<file path="src/verilog/tracker_pkg.sv">
/*
  constants, field layout, command and format codes and state encoding
  shared by the extreme/latest tracker, its host model and its bench.
  assumes nothing of its surroundings.
*/
package tracker_pkg;
  localparam int DATA_W = 16;
  localparam int TS_W   = 32;
  localparam int NCH    = 16;
  localparam int CH_W   = 4;

  // stored record layout, latest reading in the low bits
  localparam int LAST_LSB  = 0;
  localparam int MINTS_LSB = LAST_LSB + DATA_W;
  localparam int MIN_LSB   = MINTS_LSB + TS_W;
  localparam int MAXTS_LSB = MIN_LSB + DATA_W;
  localparam int MAX_LSB   = MAXTS_LSB + TS_W;
  localparam int REC_W     = MAX_LSB + DATA_W;

  // host query codes
  localparam logic [1:0] CMD_READ_ALL   = 2'h0;
  localparam logic [1:0] CMD_READ_RESET = 2'h1;
  localparam logic [1:0] CMD_LATEST_ALL = 2'h2;
  localparam logic [1:0] CMD_LATEST_SEL = 2'h3;

  // output format codes
  localparam logic [1:0] FMT_ENG     = 2'h0;
  localparam logic [1:0] FMT_BIN_LH  = 2'h1;
  localparam logic [1:0] FMT_BIN_HL  = 2'h2;
  localparam logic [1:0] FMT_COUNTS  = 2'h3;

  localparam logic [1:0] RST_SYNC_INIT = 2'h0;

  typedef enum logic [2:0] {
    ST_IDLE  = 3'b000,
    ST_UPD   = 3'b001,
    ST_QSCAN = 3'b010,
    ST_QEMIT = 3'b011,
    ST_QDONE = 3'b100
  } state_e;
endpackage : tracker_pkg

</file>
<file path="src/verilog/record_store.sv">
/*
  per-channel record memory: one write port, one read port with
  registered read data.
  assumes a single clock and that the caller resolves read/write hazards.
*/
`timescale 1ns/10ps
module record_store #(
  parameter int W     = 16,
  parameter int DEPTH = 16,
  parameter int AW    = 4
) (
  // clock
  input  wire logic          mclk,
  // write port
  input  wire logic          wrEn,
  input  wire logic [AW-1:0] wrAddr,
  input  wire logic [W-1:0]  wrData,
  // read port
  input  wire logic [AW-1:0] rdAddr,
  output logic      [W-1:0]  rdData
);
  logic [W-1:0] mem [DEPTH];

  // contents are undefined until a channel's valid bit is set upstream
  always_ff @(posedge mclk) begin
    if (wrEn) begin
      mem[wrAddr] <= wrData;
    end
    rdData <= mem[rdAddr];
  end
endmodule : record_store

</file>
<file path="src/verilog/channel_high_low_last_tracker.sv">
/*
  extreme_latest_store: per-channel maximum, minimum (with stamps) and
  latest reading, updated from the scan stream and read out by host query.
  assumes scan order equals ascending channel number, and that the time
  input carries the running clock/date stamp.
*/
`timescale 1ns/10ps
module channel_high_low_last_tracker
  import tracker_pkg::*;
#(
  parameter int NUM_CH = tracker_pkg::NCH
) (
  // clock and reset
  input  wire logic                           mclk,
  input  wire logic                           rst_n,
  // configuration and acquisition control
  input  wire logic [tracker_pkg::NCH-1:0]    cfgMask,
  input  wire logic                           cfgLoad,
  input  wire logic                           acqRun,
  input  wire logic [1:0]                     fmtCode,
  input  wire logic                           termEnable,
  input  wire logic [tracker_pkg::TS_W-1:0]   timeStamp,
  // scan stream
  input  wire logic                           scanValid,
  input  wire logic [tracker_pkg::CH_W-1:0]   scanChan,
  input  wire logic [tracker_pkg::DATA_W-1:0] scanData,
  output logic                                scanReadyFf,
  // query request
  input  wire logic                           qValid,
  input  wire logic [1:0]                     qCmd,
  input  wire logic [tracker_pkg::CH_W-1:0]   qLo,
  input  wire logic [tracker_pkg::CH_W-1:0]   qHi,
  output logic                                qAckFf,
  // reply stream
  output logic                                recValidFf,
  output logic [tracker_pkg::CH_W-1:0]        recChanFf,
  output logic [tracker_pkg::DATA_W-1:0]      recMaxFf,
  output logic [tracker_pkg::TS_W-1:0]        maximum_timestampFf,
  output logic [tracker_pkg::DATA_W-1:0]      recMinFf,
  output logic [tracker_pkg::TS_W-1:0]        minimum_timestampFf,
  output logic [tracker_pkg::DATA_W-1:0]      recLastFf,
  output logic                                recOnlyLastFf,
  output logic                                recTermFf,
  output logic [1:0]                          recFormatFf,
  output logic                                respDoneFf
);
  localparam logic [CH_W-1:0] LAST_CH = CH_W'(NUM_CH - 1);

  logic [1:0] rstSyncFf;
  logic       rstN;

  always_ff @(posedge mclk or negedge rst_n) begin
    if (!rst_n) begin
      rstSyncFf <= RST_SYNC_INIT;
    end else begin
      rstSyncFf <= {rstSyncFf[0], 1'b1};
    end
  end
  assign rstN = rstSyncFf[1];

  function automatic logic [DATA_W-1:0] encode(input logic [DATA_W-1:0] d,
                                               input logic [1:0] f);
    // unit scaling lives upstream; only the byte order differs here
    encode = (f == FMT_BIN_HL) ? {d[7:0], d[DATA_W-1:8]} : d;
  endfunction : encode

  state_e              stateFf, nxt_state;
  logic [NCH-1:0]      hasDataFf, nxt_hasData;
  logic [CH_W-1:0]     smpChanFf, nxt_smpChan;
  logic [DATA_W-1:0]   smpDataFf, nxt_smpData;
  logic [TS_W-1:0]     smpTsFf, nxt_smpTs;
  logic [CH_W-1:0]     chIdxFf, nxt_chIdx;
  logic [1:0]          cmdFf, nxt_cmd;
  logic [CH_W-1:0]     loFf, nxt_lo, hiFf, nxt_hi;
  logic [NCH-1:0]      cfgHoldFf, nxt_cfgHold;
  logic [1:0]          fmtHoldFf, nxt_fmtHold;
  logic                termHoldFf, nxt_termHold;
  logic                nxt_scanReady, nxt_qAck, nxt_recValid, nxt_recOnlyLast;
  logic                nxt_recTerm, nxt_respDone;
  logic [CH_W-1:0]     nxt_recChan;
  logic [DATA_W-1:0]   nxt_recMax, nxt_recMin, nxt_recLast;
  logic [TS_W-1:0]     nxt_maxTs, nxt_minTs;
  logic [1:0]          nxt_recFormat;

  logic                wrEn;
  logic [CH_W-1:0]     wrAddr, rdAddr;
  logic [REC_W-1:0]    wrData, rdData;
  logic signed [DATA_W-1:0] oldMax, oldMin, newD;
  logic                eligible;
  logic                scanTake;

  record_store #(.W(REC_W), .DEPTH(NCH), .AW(CH_W)) u_store (
    .mclk   (mclk),
    .wrEn   (wrEn),
    .wrAddr (wrAddr),
    .wrData (wrData),
    .rdAddr (rdAddr),
    .rdData (rdData)
  );

  assign oldMax   = rdData[MAX_LSB +: DATA_W];
  assign oldMin   = rdData[MIN_LSB +: DATA_W];
  assign newD     = smpDataFf;
  assign scanTake = scanValid && scanReadyFf;
  // channel walk skips what is not configured or, for CMD_LATEST_SEL, outside the range
  assign eligible = cfgHoldFf[chIdxFf] &&
                    ((cmdFf != CMD_LATEST_SEL) ||
                     ((chIdxFf >= loFf) && (chIdxFf <= hiFf)));

  always_comb begin
    nxt_state       = stateFf;
    nxt_hasData     = cfgLoad ? '0 : hasDataFf;
    nxt_smpChan     = smpChanFf;
    nxt_smpData     = smpDataFf;
    nxt_smpTs       = smpTsFf;
    nxt_chIdx       = chIdxFf;
    nxt_cmd         = cmdFf;
    nxt_lo          = loFf;
    nxt_hi          = hiFf;
    nxt_cfgHold     = cfgHoldFf;
    nxt_fmtHold     = fmtHoldFf;
    nxt_termHold    = termHoldFf;
    nxt_qAck        = 1'b0;
    nxt_recValid    = 1'b0;
    nxt_respDone    = 1'b0;
    nxt_recChan     = recChanFf;
    nxt_recMax      = recMaxFf;
    nxt_maxTs       = maximum_timestampFf;
    nxt_recMin      = recMinFf;
    nxt_minTs       = minimum_timestampFf;
    nxt_recLast     = recLastFf;
    nxt_recOnlyLast = recOnlyLastFf;
    nxt_recTerm     = recTermFf;
    nxt_recFormat   = recFormatFf;
    wrEn            = 1'b0;
    wrAddr          = smpChanFf;
    wrData          = rdData;
    rdAddr          = chIdxFf;
    unique case (stateFf)
      ST_IDLE: begin
        if (scanTake) begin
          // scans outside a run or on idle channels are swallowed
          if (acqRun && cfgMask[scanChan]) begin
            nxt_smpChan = scanChan;
            nxt_smpData = scanData;
            nxt_smpTs   = timeStamp;
            rdAddr      = scanChan;
            nxt_state   = ST_UPD;
          end
        end else if (qValid) begin
          // the query reads this store (a read-reset also rewrites it), never the acquisition buffer
          nxt_qAck     = 1'b1;
          nxt_cmd      = qCmd;
          nxt_lo       = qLo;
          nxt_hi       = qHi;
          nxt_cfgHold  = cfgMask;
          nxt_fmtHold  = fmtCode;
          nxt_termHold = termEnable;
          nxt_chIdx    = '0;
          nxt_state    = ST_QSCAN;
        end
      end
      ST_UPD: begin
        wrEn = 1'b1;
        wrData[LAST_LSB +: DATA_W] = smpDataFf;
        if (!hasDataFf[smpChanFf]) begin
          wrData[MAX_LSB +: DATA_W] = smpDataFf;
          wrData[MAXTS_LSB +: TS_W] = smpTsFf;
          wrData[MIN_LSB +: DATA_W] = smpDataFf;
          wrData[MINTS_LSB +: TS_W] = smpTsFf;
        end else begin
          if (newD > oldMax) begin
            wrData[MAX_LSB +: DATA_W] = smpDataFf;
            wrData[MAXTS_LSB +: TS_W] = smpTsFf;
          end
          if (newD < oldMin) begin
            wrData[MIN_LSB +: DATA_W] = smpDataFf;
            wrData[MINTS_LSB +: TS_W] = smpTsFf;
          end
        end
        // set wins over a same-cycle configuration clear
        nxt_hasData[smpChanFf] = 1'b1;
        nxt_state = ST_IDLE;
      end
      ST_QSCAN: begin
        rdAddr = chIdxFf;
        if (eligible) begin
          nxt_state = ST_QEMIT;
        end else if (chIdxFf == LAST_CH) begin
          nxt_state = ST_QDONE;
        end else begin
          nxt_chIdx = chIdxFf + CH_W'(1);
        end
      end
      ST_QEMIT: begin
        nxt_recValid    = 1'b1;
        nxt_recChan     = chIdxFf;
        nxt_recOnlyLast = (cmdFf == CMD_LATEST_ALL) || (cmdFf == CMD_LATEST_SEL);
        nxt_recTerm     = termHoldFf;
        nxt_recFormat   = fmtHoldFf;
        nxt_recLast     = encode(rdData[LAST_LSB +: DATA_W], fmtHoldFf);
        if (nxt_recOnlyLast || !hasDataFf[chIdxFf]) begin
          nxt_recMax = '0;
          nxt_maxTs  = '0;
          nxt_recMin = '0;
          nxt_minTs  = '0;
        end else begin
          nxt_recMax = encode(rdData[MAX_LSB +: DATA_W], fmtHoldFf);
          nxt_maxTs  = rdData[MAXTS_LSB +: TS_W];
          nxt_recMin = encode(rdData[MIN_LSB +: DATA_W], fmtHoldFf);
          nxt_minTs  = rdData[MINTS_LSB +: TS_W];
        end
        if (cmdFf == CMD_READ_RESET && hasDataFf[chIdxFf]) begin
          // record already captured above, so the reply shows the old extremes
          wrEn   = 1'b1;
          wrAddr = chIdxFf;
          wrData[MAX_LSB +: DATA_W] = rdData[LAST_LSB +: DATA_W];
          wrData[MIN_LSB +: DATA_W] = rdData[LAST_LSB +: DATA_W];
          wrData[MAXTS_LSB +: TS_W] = timeStamp;
          wrData[MINTS_LSB +: TS_W] = timeStamp;
        end
        if (chIdxFf == LAST_CH) begin
          nxt_state = ST_QDONE;
        end else begin
          nxt_chIdx = chIdxFf + CH_W'(1);
          nxt_state = ST_QSCAN;
        end
      end
      ST_QDONE: begin
        nxt_respDone = 1'b1;
        nxt_state    = ST_IDLE;
      end
      default: begin
        nxt_state = ST_IDLE;
      end
    endcase
    nxt_scanReady = (nxt_state == ST_IDLE);
  end

  always_ff @(posedge mclk or negedge rstN) begin
    if (!rstN) begin
      stateFf             <= ST_IDLE;
      hasDataFf           <= '0;
      smpChanFf           <= '0;
      smpDataFf           <= '0;
      smpTsFf             <= '0;
      chIdxFf             <= '0;
      cmdFf               <= CMD_READ_ALL;
      loFf                <= '0;
      hiFf                <= '0;
      cfgHoldFf           <= '0;
      fmtHoldFf           <= FMT_ENG;
      termHoldFf          <= 1'b0;
      scanReadyFf         <= 1'b0;
      qAckFf              <= 1'b0;
      recValidFf          <= 1'b0;
      recChanFf           <= '0;
      recMaxFf            <= '0;
      maximum_timestampFf <= '0;
      recMinFf            <= '0;
      minimum_timestampFf <= '0;
      recLastFf           <= '0;
      recOnlyLastFf       <= 1'b0;
      recTermFf           <= 1'b0;
      recFormatFf         <= FMT_ENG;
      respDoneFf          <= 1'b0;
    end else begin
      stateFf             <= nxt_state;
      hasDataFf           <= nxt_hasData;
      smpChanFf           <= nxt_smpChan;
      smpDataFf           <= nxt_smpData;
      smpTsFf             <= nxt_smpTs;
      chIdxFf             <= nxt_chIdx;
      cmdFf               <= nxt_cmd;
      loFf                <= nxt_lo;
      hiFf                <= nxt_hi;
      cfgHoldFf           <= nxt_cfgHold;
      fmtHoldFf           <= nxt_fmtHold;
      termHoldFf          <= nxt_termHold;
      scanReadyFf         <= nxt_scanReady;
      qAckFf              <= nxt_qAck;
      recValidFf          <= nxt_recValid;
      recChanFf           <= nxt_recChan;
      recMaxFf            <= nxt_recMax;
      maximum_timestampFf <= nxt_maxTs;
      recMinFf            <= nxt_recMin;
      minimum_timestampFf <= nxt_minTs;
      recLastFf           <= nxt_recLast;
      recOnlyLastFf       <= nxt_recOnlyLast;
      recTermFf           <= nxt_recTerm;
      recFormatFf         <= nxt_recFormat;
      respDoneFf          <= nxt_respDone;
    end
  end

  // checks
  logic [CH_W-1:0] prevChanFf;
  logic            inRespFf;
  always_ff @(posedge mclk or negedge rstN) begin
    if (!rstN) begin
      prevChanFf <= '0;
      inRespFf   <= 1'b0;
    end else begin
      if (recValidFf) begin
        prevChanFf <= recChanFf;
      end
      inRespFf <= respDoneFf ? 1'b0 : (recValidFf ? 1'b1 : inRespFf);
    end
  end
endmodule : channel_high_low_last_tracker

</file>
<file path="config.mk">
export PLATFORM = sky130hd
export DESIGN_NAME = channel_high_low_last_tracker
export DESIGN_NICKNAME = d
export VERILOG_FILES = /design/src/verilog/tracker_pkg.sv /design/src/verilog/record_store.sv /design/src/verilog/channel_high_low_last_tracker.sv
export SDC_FILE = /design/constraint.sdc
export NUM_CORES = 2
export LEC_CHECK = 0
export BUFFER_PORTS_ARGS = -buffer_cell sky130_fd_sc_hd__buf_2
export CAP_MARGIN = 20
export CORE_ASPECT_RATIO = 1.1
export CORE_MARGIN = 2
export CORE_UTILIZATION = 45
export DETAILED_ROUTE_END_ITERATION = 10
export GPL_ROUTABILITY_DRIVEN = 0
export SYNTH_ARGS = -nofsm -noshare
export SYNTH_HDL_FRONTEND = slang
export SYNTH_SLANG_ARGS = --single-unit
</file>
<file path="constraint.sdc">
create_clock -name mclk -period 6.55 [get_ports mclk]
set_input_delay 0.9825 -clock mclk [delete_from_list [all_inputs] [get_ports mclk]]
set_output_delay 0.9825 -clock mclk [all_outputs]
set_load 0.1 [all_outputs]
</file>
# [Yosys cells after proc, flatten, opt, wreduce, memory -nomap -nowiden]
# Memory sizes are Yosys's and may differ from the RTL's. A register that Yosys moved wholly into a read port is not among the register bits.
# Cells that the tools add are included.
[totals] regBits=230 ram_bits=1792 in_bits=87 out_inout_bits=124 elab_cells=118 memories=1
[memory_table] memory="u_store.mem" words=16 word_bits=112 rd=1 rd_ports_with_merged_regs=1 write_ports=1 line="record_store.sv:22" source="logic [W-1:0] mem [DEPTH];"
[op_classes] addsub=1 magnitude_cmp=8 n_eq_ne=13 muxes=51 bitwise_logic=2 n_reduce_logical=16
[ops] cell="96-bit 2-to-1 mux" n=2
[ops] cell="96-bit one-hot mux with 2 select lines" n=1
[ops] cell="16-bit 2-to-1 mux" n=8
[ops] cell="48-bit 2-to-1 mux" n=2
[ops] cell="32-bit 2-to-1 mux" n=2
[ops] cell="4-bit 2-to-1 mux" n=9
[ops] cell="3-bit 2-to-1 mux" n=6
[ops] cell="1-bit binary-select mux with 4-bit select" n=4
[ops] cell="16-bit > comparator" n=1
[ops] cell="16-bit < comparator" n=1
[ops] cell="16-bit bitwise OR" n=1
[ops] cell="4-bit by 5-bit < comparator with 1-bit output (second input constant)" n=3
[ops] cell="1-bit 2-to-1 mux" n=13
[ops] cell="4-bit one-hot mux with 3 select lines" n=1
[ops] cell="3-bit one-hot mux with 3 select lines" n=1
[ops] cell="2-bit inequality test (second input constant)" n=4
[ops] cell="2-bit equality test (second input constant)" n=3
[ops] cell="3-bit by 2-bit equality test with 1-bit output (second input constant)" n=2
[ops] cell="1-bit logical AND" n=6
[ops] cell="3-bit logical NOT" n=2
[ops] cell="3-bit AND reduction" n=2
[ops] cell="4-bit by 1-bit adder with 4-bit output (second input constant)" n=1
[ops] cell="1-bit demux with 4-bit select" n=1
[ops] cell="4-bit equality test (second input constant)" n=1
[ops] cell="other kinds (12)" n=14

# [Logic depth before layout (Yosys ltp)]
[logic_depth] word_depth=7 depth_mapped=13 ltp_nobuf=10

# [By module]
# From an unflattened synthesis, not the netlist that was laid out.
[hier_totals] hier_cells=4281 area_unflattened_um2=82016.2
[modules_own_cells] module="record_store" n_inst=1 cells_each=2864 area_per_inst_um2=69168.8
[modules_own_cells] module="channel_high_low_last_tracker" n_inst=1 cells_each=1417 area_per_inst_um2=12847.3

# [Worst setup path before layout]
# OpenSTA, ideal clock, no wires.
[synth_timing] path_kind="register -> register" startpoint="reg chIdxFf[0]" endpoint="mem u_store.mem[1][0] (netlist name) (enable)" t_arrival_ns=12.741 path_slack_ns=-7.048 stages_incl_launch_ff=11 path_cell_list="dfrtp_1 -> buf_6 -> mux4_2 -> mux4_1 -> nand2b_1 -> buf_6 -> nor3_2 -> clkbuf_1 -> nor2_1 -> a31oi_1 -> nor4_1"
[synth_via] elab_chain_cells=7
[synth_rtl] element="from (decl)" line="channel_high_low_last_tracker.sv:72" source="logic [CH_W-1:0] chIdxFf, nxt_chIdx;"
[synth_rtl] element="from (signal assigned)" line="channel_high_low_last_tracker.sv:273" source="chIdxFf <= nxt_chIdx;"
[synth_rtl] element="1-bit binary-select mux with 4-bit select" line="channel_high_low_last_tracker.sv:213" source="if (cmdFf == CMD_READ_RESET && hasDataFf[chIdxFf]) begin"
[synth_rtl] element="1-bit 2-to-1 mux (not written as such)" line="channel_high_low_last_tracker.sv:213"
[synth_rtl] element="1-bit logical AND" line="channel_high_low_last_tracker.sv:213"
[synth_rtl] element="1-bit 2-to-1 mux" line="channel_high_low_last_tracker.sv:213"
[synth_rtl] element="1-bit one-hot mux with 2 select lines" line="channel_high_low_last_tracker.sv:139" source="unique case (stateFf)"
[synth_rtl] element="1-bit 2-to-1 mux" line="record_store.sv:26" source="if (wrEn) begin"
[synth_rtl] element="1-bit 2-to-1 mux (not written as such)" line="record_store.sv:27" source="mem[wrAddr] <= wrData;"
[synth_rtl] element="to (decl)" line="record_store.sv:22"
# Several ways; a longest one is shown, not always the timed one. The select of a mux whose other input is x is not followed.

# [Final worst setup path]
[layout_timing] startpoint="reg chIdxFf[0]" endpoint="mem u_store.mem[2][80] (netlist name) (enable)"
# The elaborated chain is that of the path after synthesis.

==> flow_summary.yaml <==
critical_path:
  end_kind: "flop"
  r2r-start: "chIdxFf[0]$_DFFE_PN0P_"
  cp-start-kind: "flop"
  crit_family: "simple AND/OR/NAND/NOR gates"
  path_class: "reg -> reg"
  reg2reg_to: "u_store.mem[2][80]$_DFFE_PP_"
  cpMostUsedCell: "mux4_1"
  slowest_delay_ns: 0.99
  rr_worst_depth: 8
  cp_data_arrival_time_ns: 6.27
  rrSetupSlack_ns: 0.81
  crit_buf_inv: 1
  required_ns: 7.08
  crit_path_cell_trace: "mux4_1 -> mux4_1 -> nand2b_4 -> or3_4 -> mux2i_2 -> nand3b_1 -> nor2_4 -> buf_12"
  critPathMaxFanout: 50
  cp_slowest_cell: "nor2_4"
global_route:
  grt_util_all_layers: 0.2736
  grt_pass1_vias: 52640
  antenna_found_initial: 18
  overflow: 0
  grt_pass1_wl_um: 380800
  grt_max_degree: 179
finish:
  nNetsFinal: 6258
  regArea_sq_mm: 0.06181
  drive_gt1_frac: 0.1188
  final_core_utilization: 0.5113
  fill_cells: 15670
  multiInputGateArea_sq_mm: 0.02138
  synthToLayoutAreaGrowth_pct: 13.03
  layout_common_cells: "edfxtp_1, nand2_1, a211oi_1, and3_1, mux2i_1"
  mostFrequentLayoutCell: "edfxtp_1"
floorplan:
  start_util: 0.4523
  die_h_um: 460.0
  die_x_um: 418.5
  core-area_sq_mm: 0.1881
  dieArea_sq_mm: 0.1925
  io_pins: 211
  rows: 167
timing:
  setup_viol_count_final: 0
  rsz0062_at_grt: "false"
  slew_violations: 0
  fmax_mhz: 174.3
  slew-limit-headroom: 0.2329
  skew_ns: 0.03953
  finalWorstSetupSlack_ns: 0.8127
  worstMarginPinSlew_ns: 1.151
  finalCritPeriodShare: 0.8759
  hold_viol_final: 0
  fin_crit_ns: 5.737
logic_synthesis:
  synth.distinct_cells: 61
  synth_nets: 6169
  syn_area_per_cell_sq_um: 14.08
  async_flop_share: 0.1078
  ys_seq_area_frac: 0.7266
  ys_seq_elements: 2134
  synthFlopType: "edfxtp_1"
  synth_enable_flop_cells: 1792
  syn_area_sq_mm: 0.08506
  ys_warn_count: 0
  syn_inst: 6042
clocking:
  cts-resized-gates: 0
  root_buffer: "clkbuf_16"
  cts_tree: "built"
  cts.clk_slew.worst_paths_ns: 0.07
  cts.path.max_buffers: 3
  cts_setup_buffers: 0
  clkLatencyLatePin_ns: 0.87
  cts-buffers-inserted: 204
  clock-sinks: 2134
  htreeDepth: 4
pwr:
  power.leakage_nw: 34.76
  ir_drop_mv: 0.5260
  power_density_mw_per_mm2: 471.5
routing:
  routed_wl_um: 267500
  num_vias: 54770
  firstDrtPassIters: 6
  drc_errors: 0
  routed_via_density: 6.243
  drtIter0Drc: 6670
  wl_per_cell_um: 30.48
  ant_nets: 0
place:
  preCtsSetupSlack_ns: 0.8223
  port_buffers: 210
  dp_hpwl_um: 140900
run:
  max_cap_violations: 0
worst_hold_path:
  hold_class: "reg -> async"
outcome:
  outcome: "finished, final reports clean"
==> flip-flops by register name (all words and copies together), names as in the netlist, 2 cells and up <==
name                 flops
stateFf                  3
smpTsFf                 32
recLastFf               16
loFf                     4
rstSyncFf                2
recMaxFf                16
maximum_timestampFf     32
chIdxFf                  4
hasDataFf               16
u_store.mem           1792
cmdFf                    2
fmtHoldFf                2
recChanFf                4
recMinFf                16
minimum_timestampFf     32
hiFf                     4
cfgHoldFf               16
u_store.rdData         112
smpChanFf                4
recFormatFf              2
newD                    16
==> routing by layer <==
metal,routed length [um],vias to the layer above,global-route usage
met2,126400,2643,0.4361
met5,26,-,0
met4,11920,4,0.1195
li1,-,23500,-
met1,108400,28140,0.3739
met3,20780,486,0.04081
==> final cells by class <==
| cell class | count | area share |
|---|---|---|
| Multi-Input combinational cell | 3372 | 0.2224 |
| Clock buffer | 288 | 0.05952 |
| Timing Repair Buffer | 354 | 0.03030 |
| Inverter | 65 | 0.002564 |
| Tap cell | 2450 | 0.03188 |
| Sequential cell | 2134 | 0.6429 |
| Antenna cell | 11 | 0.0002863 |
| Clock inverter | 100 | 0.01012 |
==> power by group <==
| group | internal [mW] | total [mW] | switching, mW |
|---|---|---|---|
| Sequential | 17.9 | 19.1 | 1.25 |
| Combinational | 4.09 | 14.4 | 10.3 |
| Clock | 6.66 | 11.8 | 5.18 |
==> cells in the mapped netlist (8+ instances only) <==
cell	instances	area, sq um
a211o_1	112	980.9
a211oi_1	338	2537
a21o_1	15	112.6
a21oi_1	47	235.2
a221o_1	54	540.5
a221oi_1	112	980.9
a311oi_1	224	1962
a31oi_1	134	838.3
and2_1	48	300.3
and3_1	337	2108
buf_1	28	105.1
buf_2	68	340.3
buf_4	13	97.59
buf_6	10	112.6
clkbuf_1	352	1321
dfrtp_1	230	5756
dfxtp_1	112	2242
edfxtp_1	1792	53810
ha_1	40	500.5
inv_1	64	240.2
mux2i_1	238	2382
mux4_2	11	247.7
nand2_1	1189	4463
nand2b_1	11	68.82
nand3_1	16	80.08
nand4_1	9	56.30
nor2_1	119	446.7
nor2b_1	8	50.05
nor3_1	43	215.2
o21ai_0	106	530.5
o21ai_1	22	110.1
o221a_1	19	214.0
o221a_2	21	236.5
o22ai_1	16	100.1
o31ai_1	34	255.2
==> logic make-up (layout without fill, tap and decap cells) <==
group	Yosys count	after routing	share of synthesized area
other	1	12	0.00004409
buffers and inverters	536	807	0.02611
multiplexers	256	256	0.03258
AND/OR/NAND/NOR	1801	1801	0.09349
AO/OA/AOI/OAI	1274	1274	0.1153
flip-flops	2134	2134	0.7266
adder cells (fa/ha/maj)	40	40	0.005884
==> stage by stage <==
stage	power, mW	TNS (ns)	hold slack, ns	instances	area (sq um)
6_report	45.33	0	0.2980	8774	96150
3_3_place_gp	33.26	0	0.3070	8372	89380
5_1_grt	46.93	0	0.2980	8773	96140
3_5_place_dp	33.52	0	0.3156	8373	89400
4_1_cts	45.24	0	0.2638	8762	96100
2_1_floorplan	28.02	-2722.20	0.3312	6042	85090
==> worst max-delay path by stage <==
stage	startpoint	to	slack (ns)	depth (start not counted)
after floorplan	chIdxFf[2]$_DFFE_PN0P_	u_store.mem[13][0]$_DFFE_PP_	-2.32	10
after CTS	chIdxFf[0]$_DFFE_PN0P_	u_store.mem[2][95]$_DFFE_PP_	0.80	8
after detailed placement	chIdxFf[0]$_DFFE_PN0P_	u_store.mem[2][80]$_DFFE_PP_	0.82	8
after global placement	chIdxFf[0]$_DFFE_PN0P_	u_store.mem[2][80]$_DFFE_PP_	0.86	8
after global routing	chIdxFf[0]$_DFFE_PN0P_	u_store.mem[2][80]$_DFFE_PP_	0.59	8
final	chIdxFf[0]$_DFFE_PN0P_	u_store.mem[2][80]$_DFFE_PP_	0.81	8
==> worst register-to-register path, cell delays in order, from the launching register on <==
cell and delay, ns:
dfrtp_1 0.85, mux4_1 0.66, mux4_1 0.58, nand2b_4 0.52, or3_4 0.29, mux2i_2 0.67
nand3b_1 0.49, nor2_4 1.00, buf_12 0.33
==> timing repair <==
action | in CTS | in global routing
hold buffers | 1 | 0
setup endpoints to repair | 0 | 0
hold endpoints to repair | 2 | 0
No activity file was read; power rests on OpenSTA's default activity.
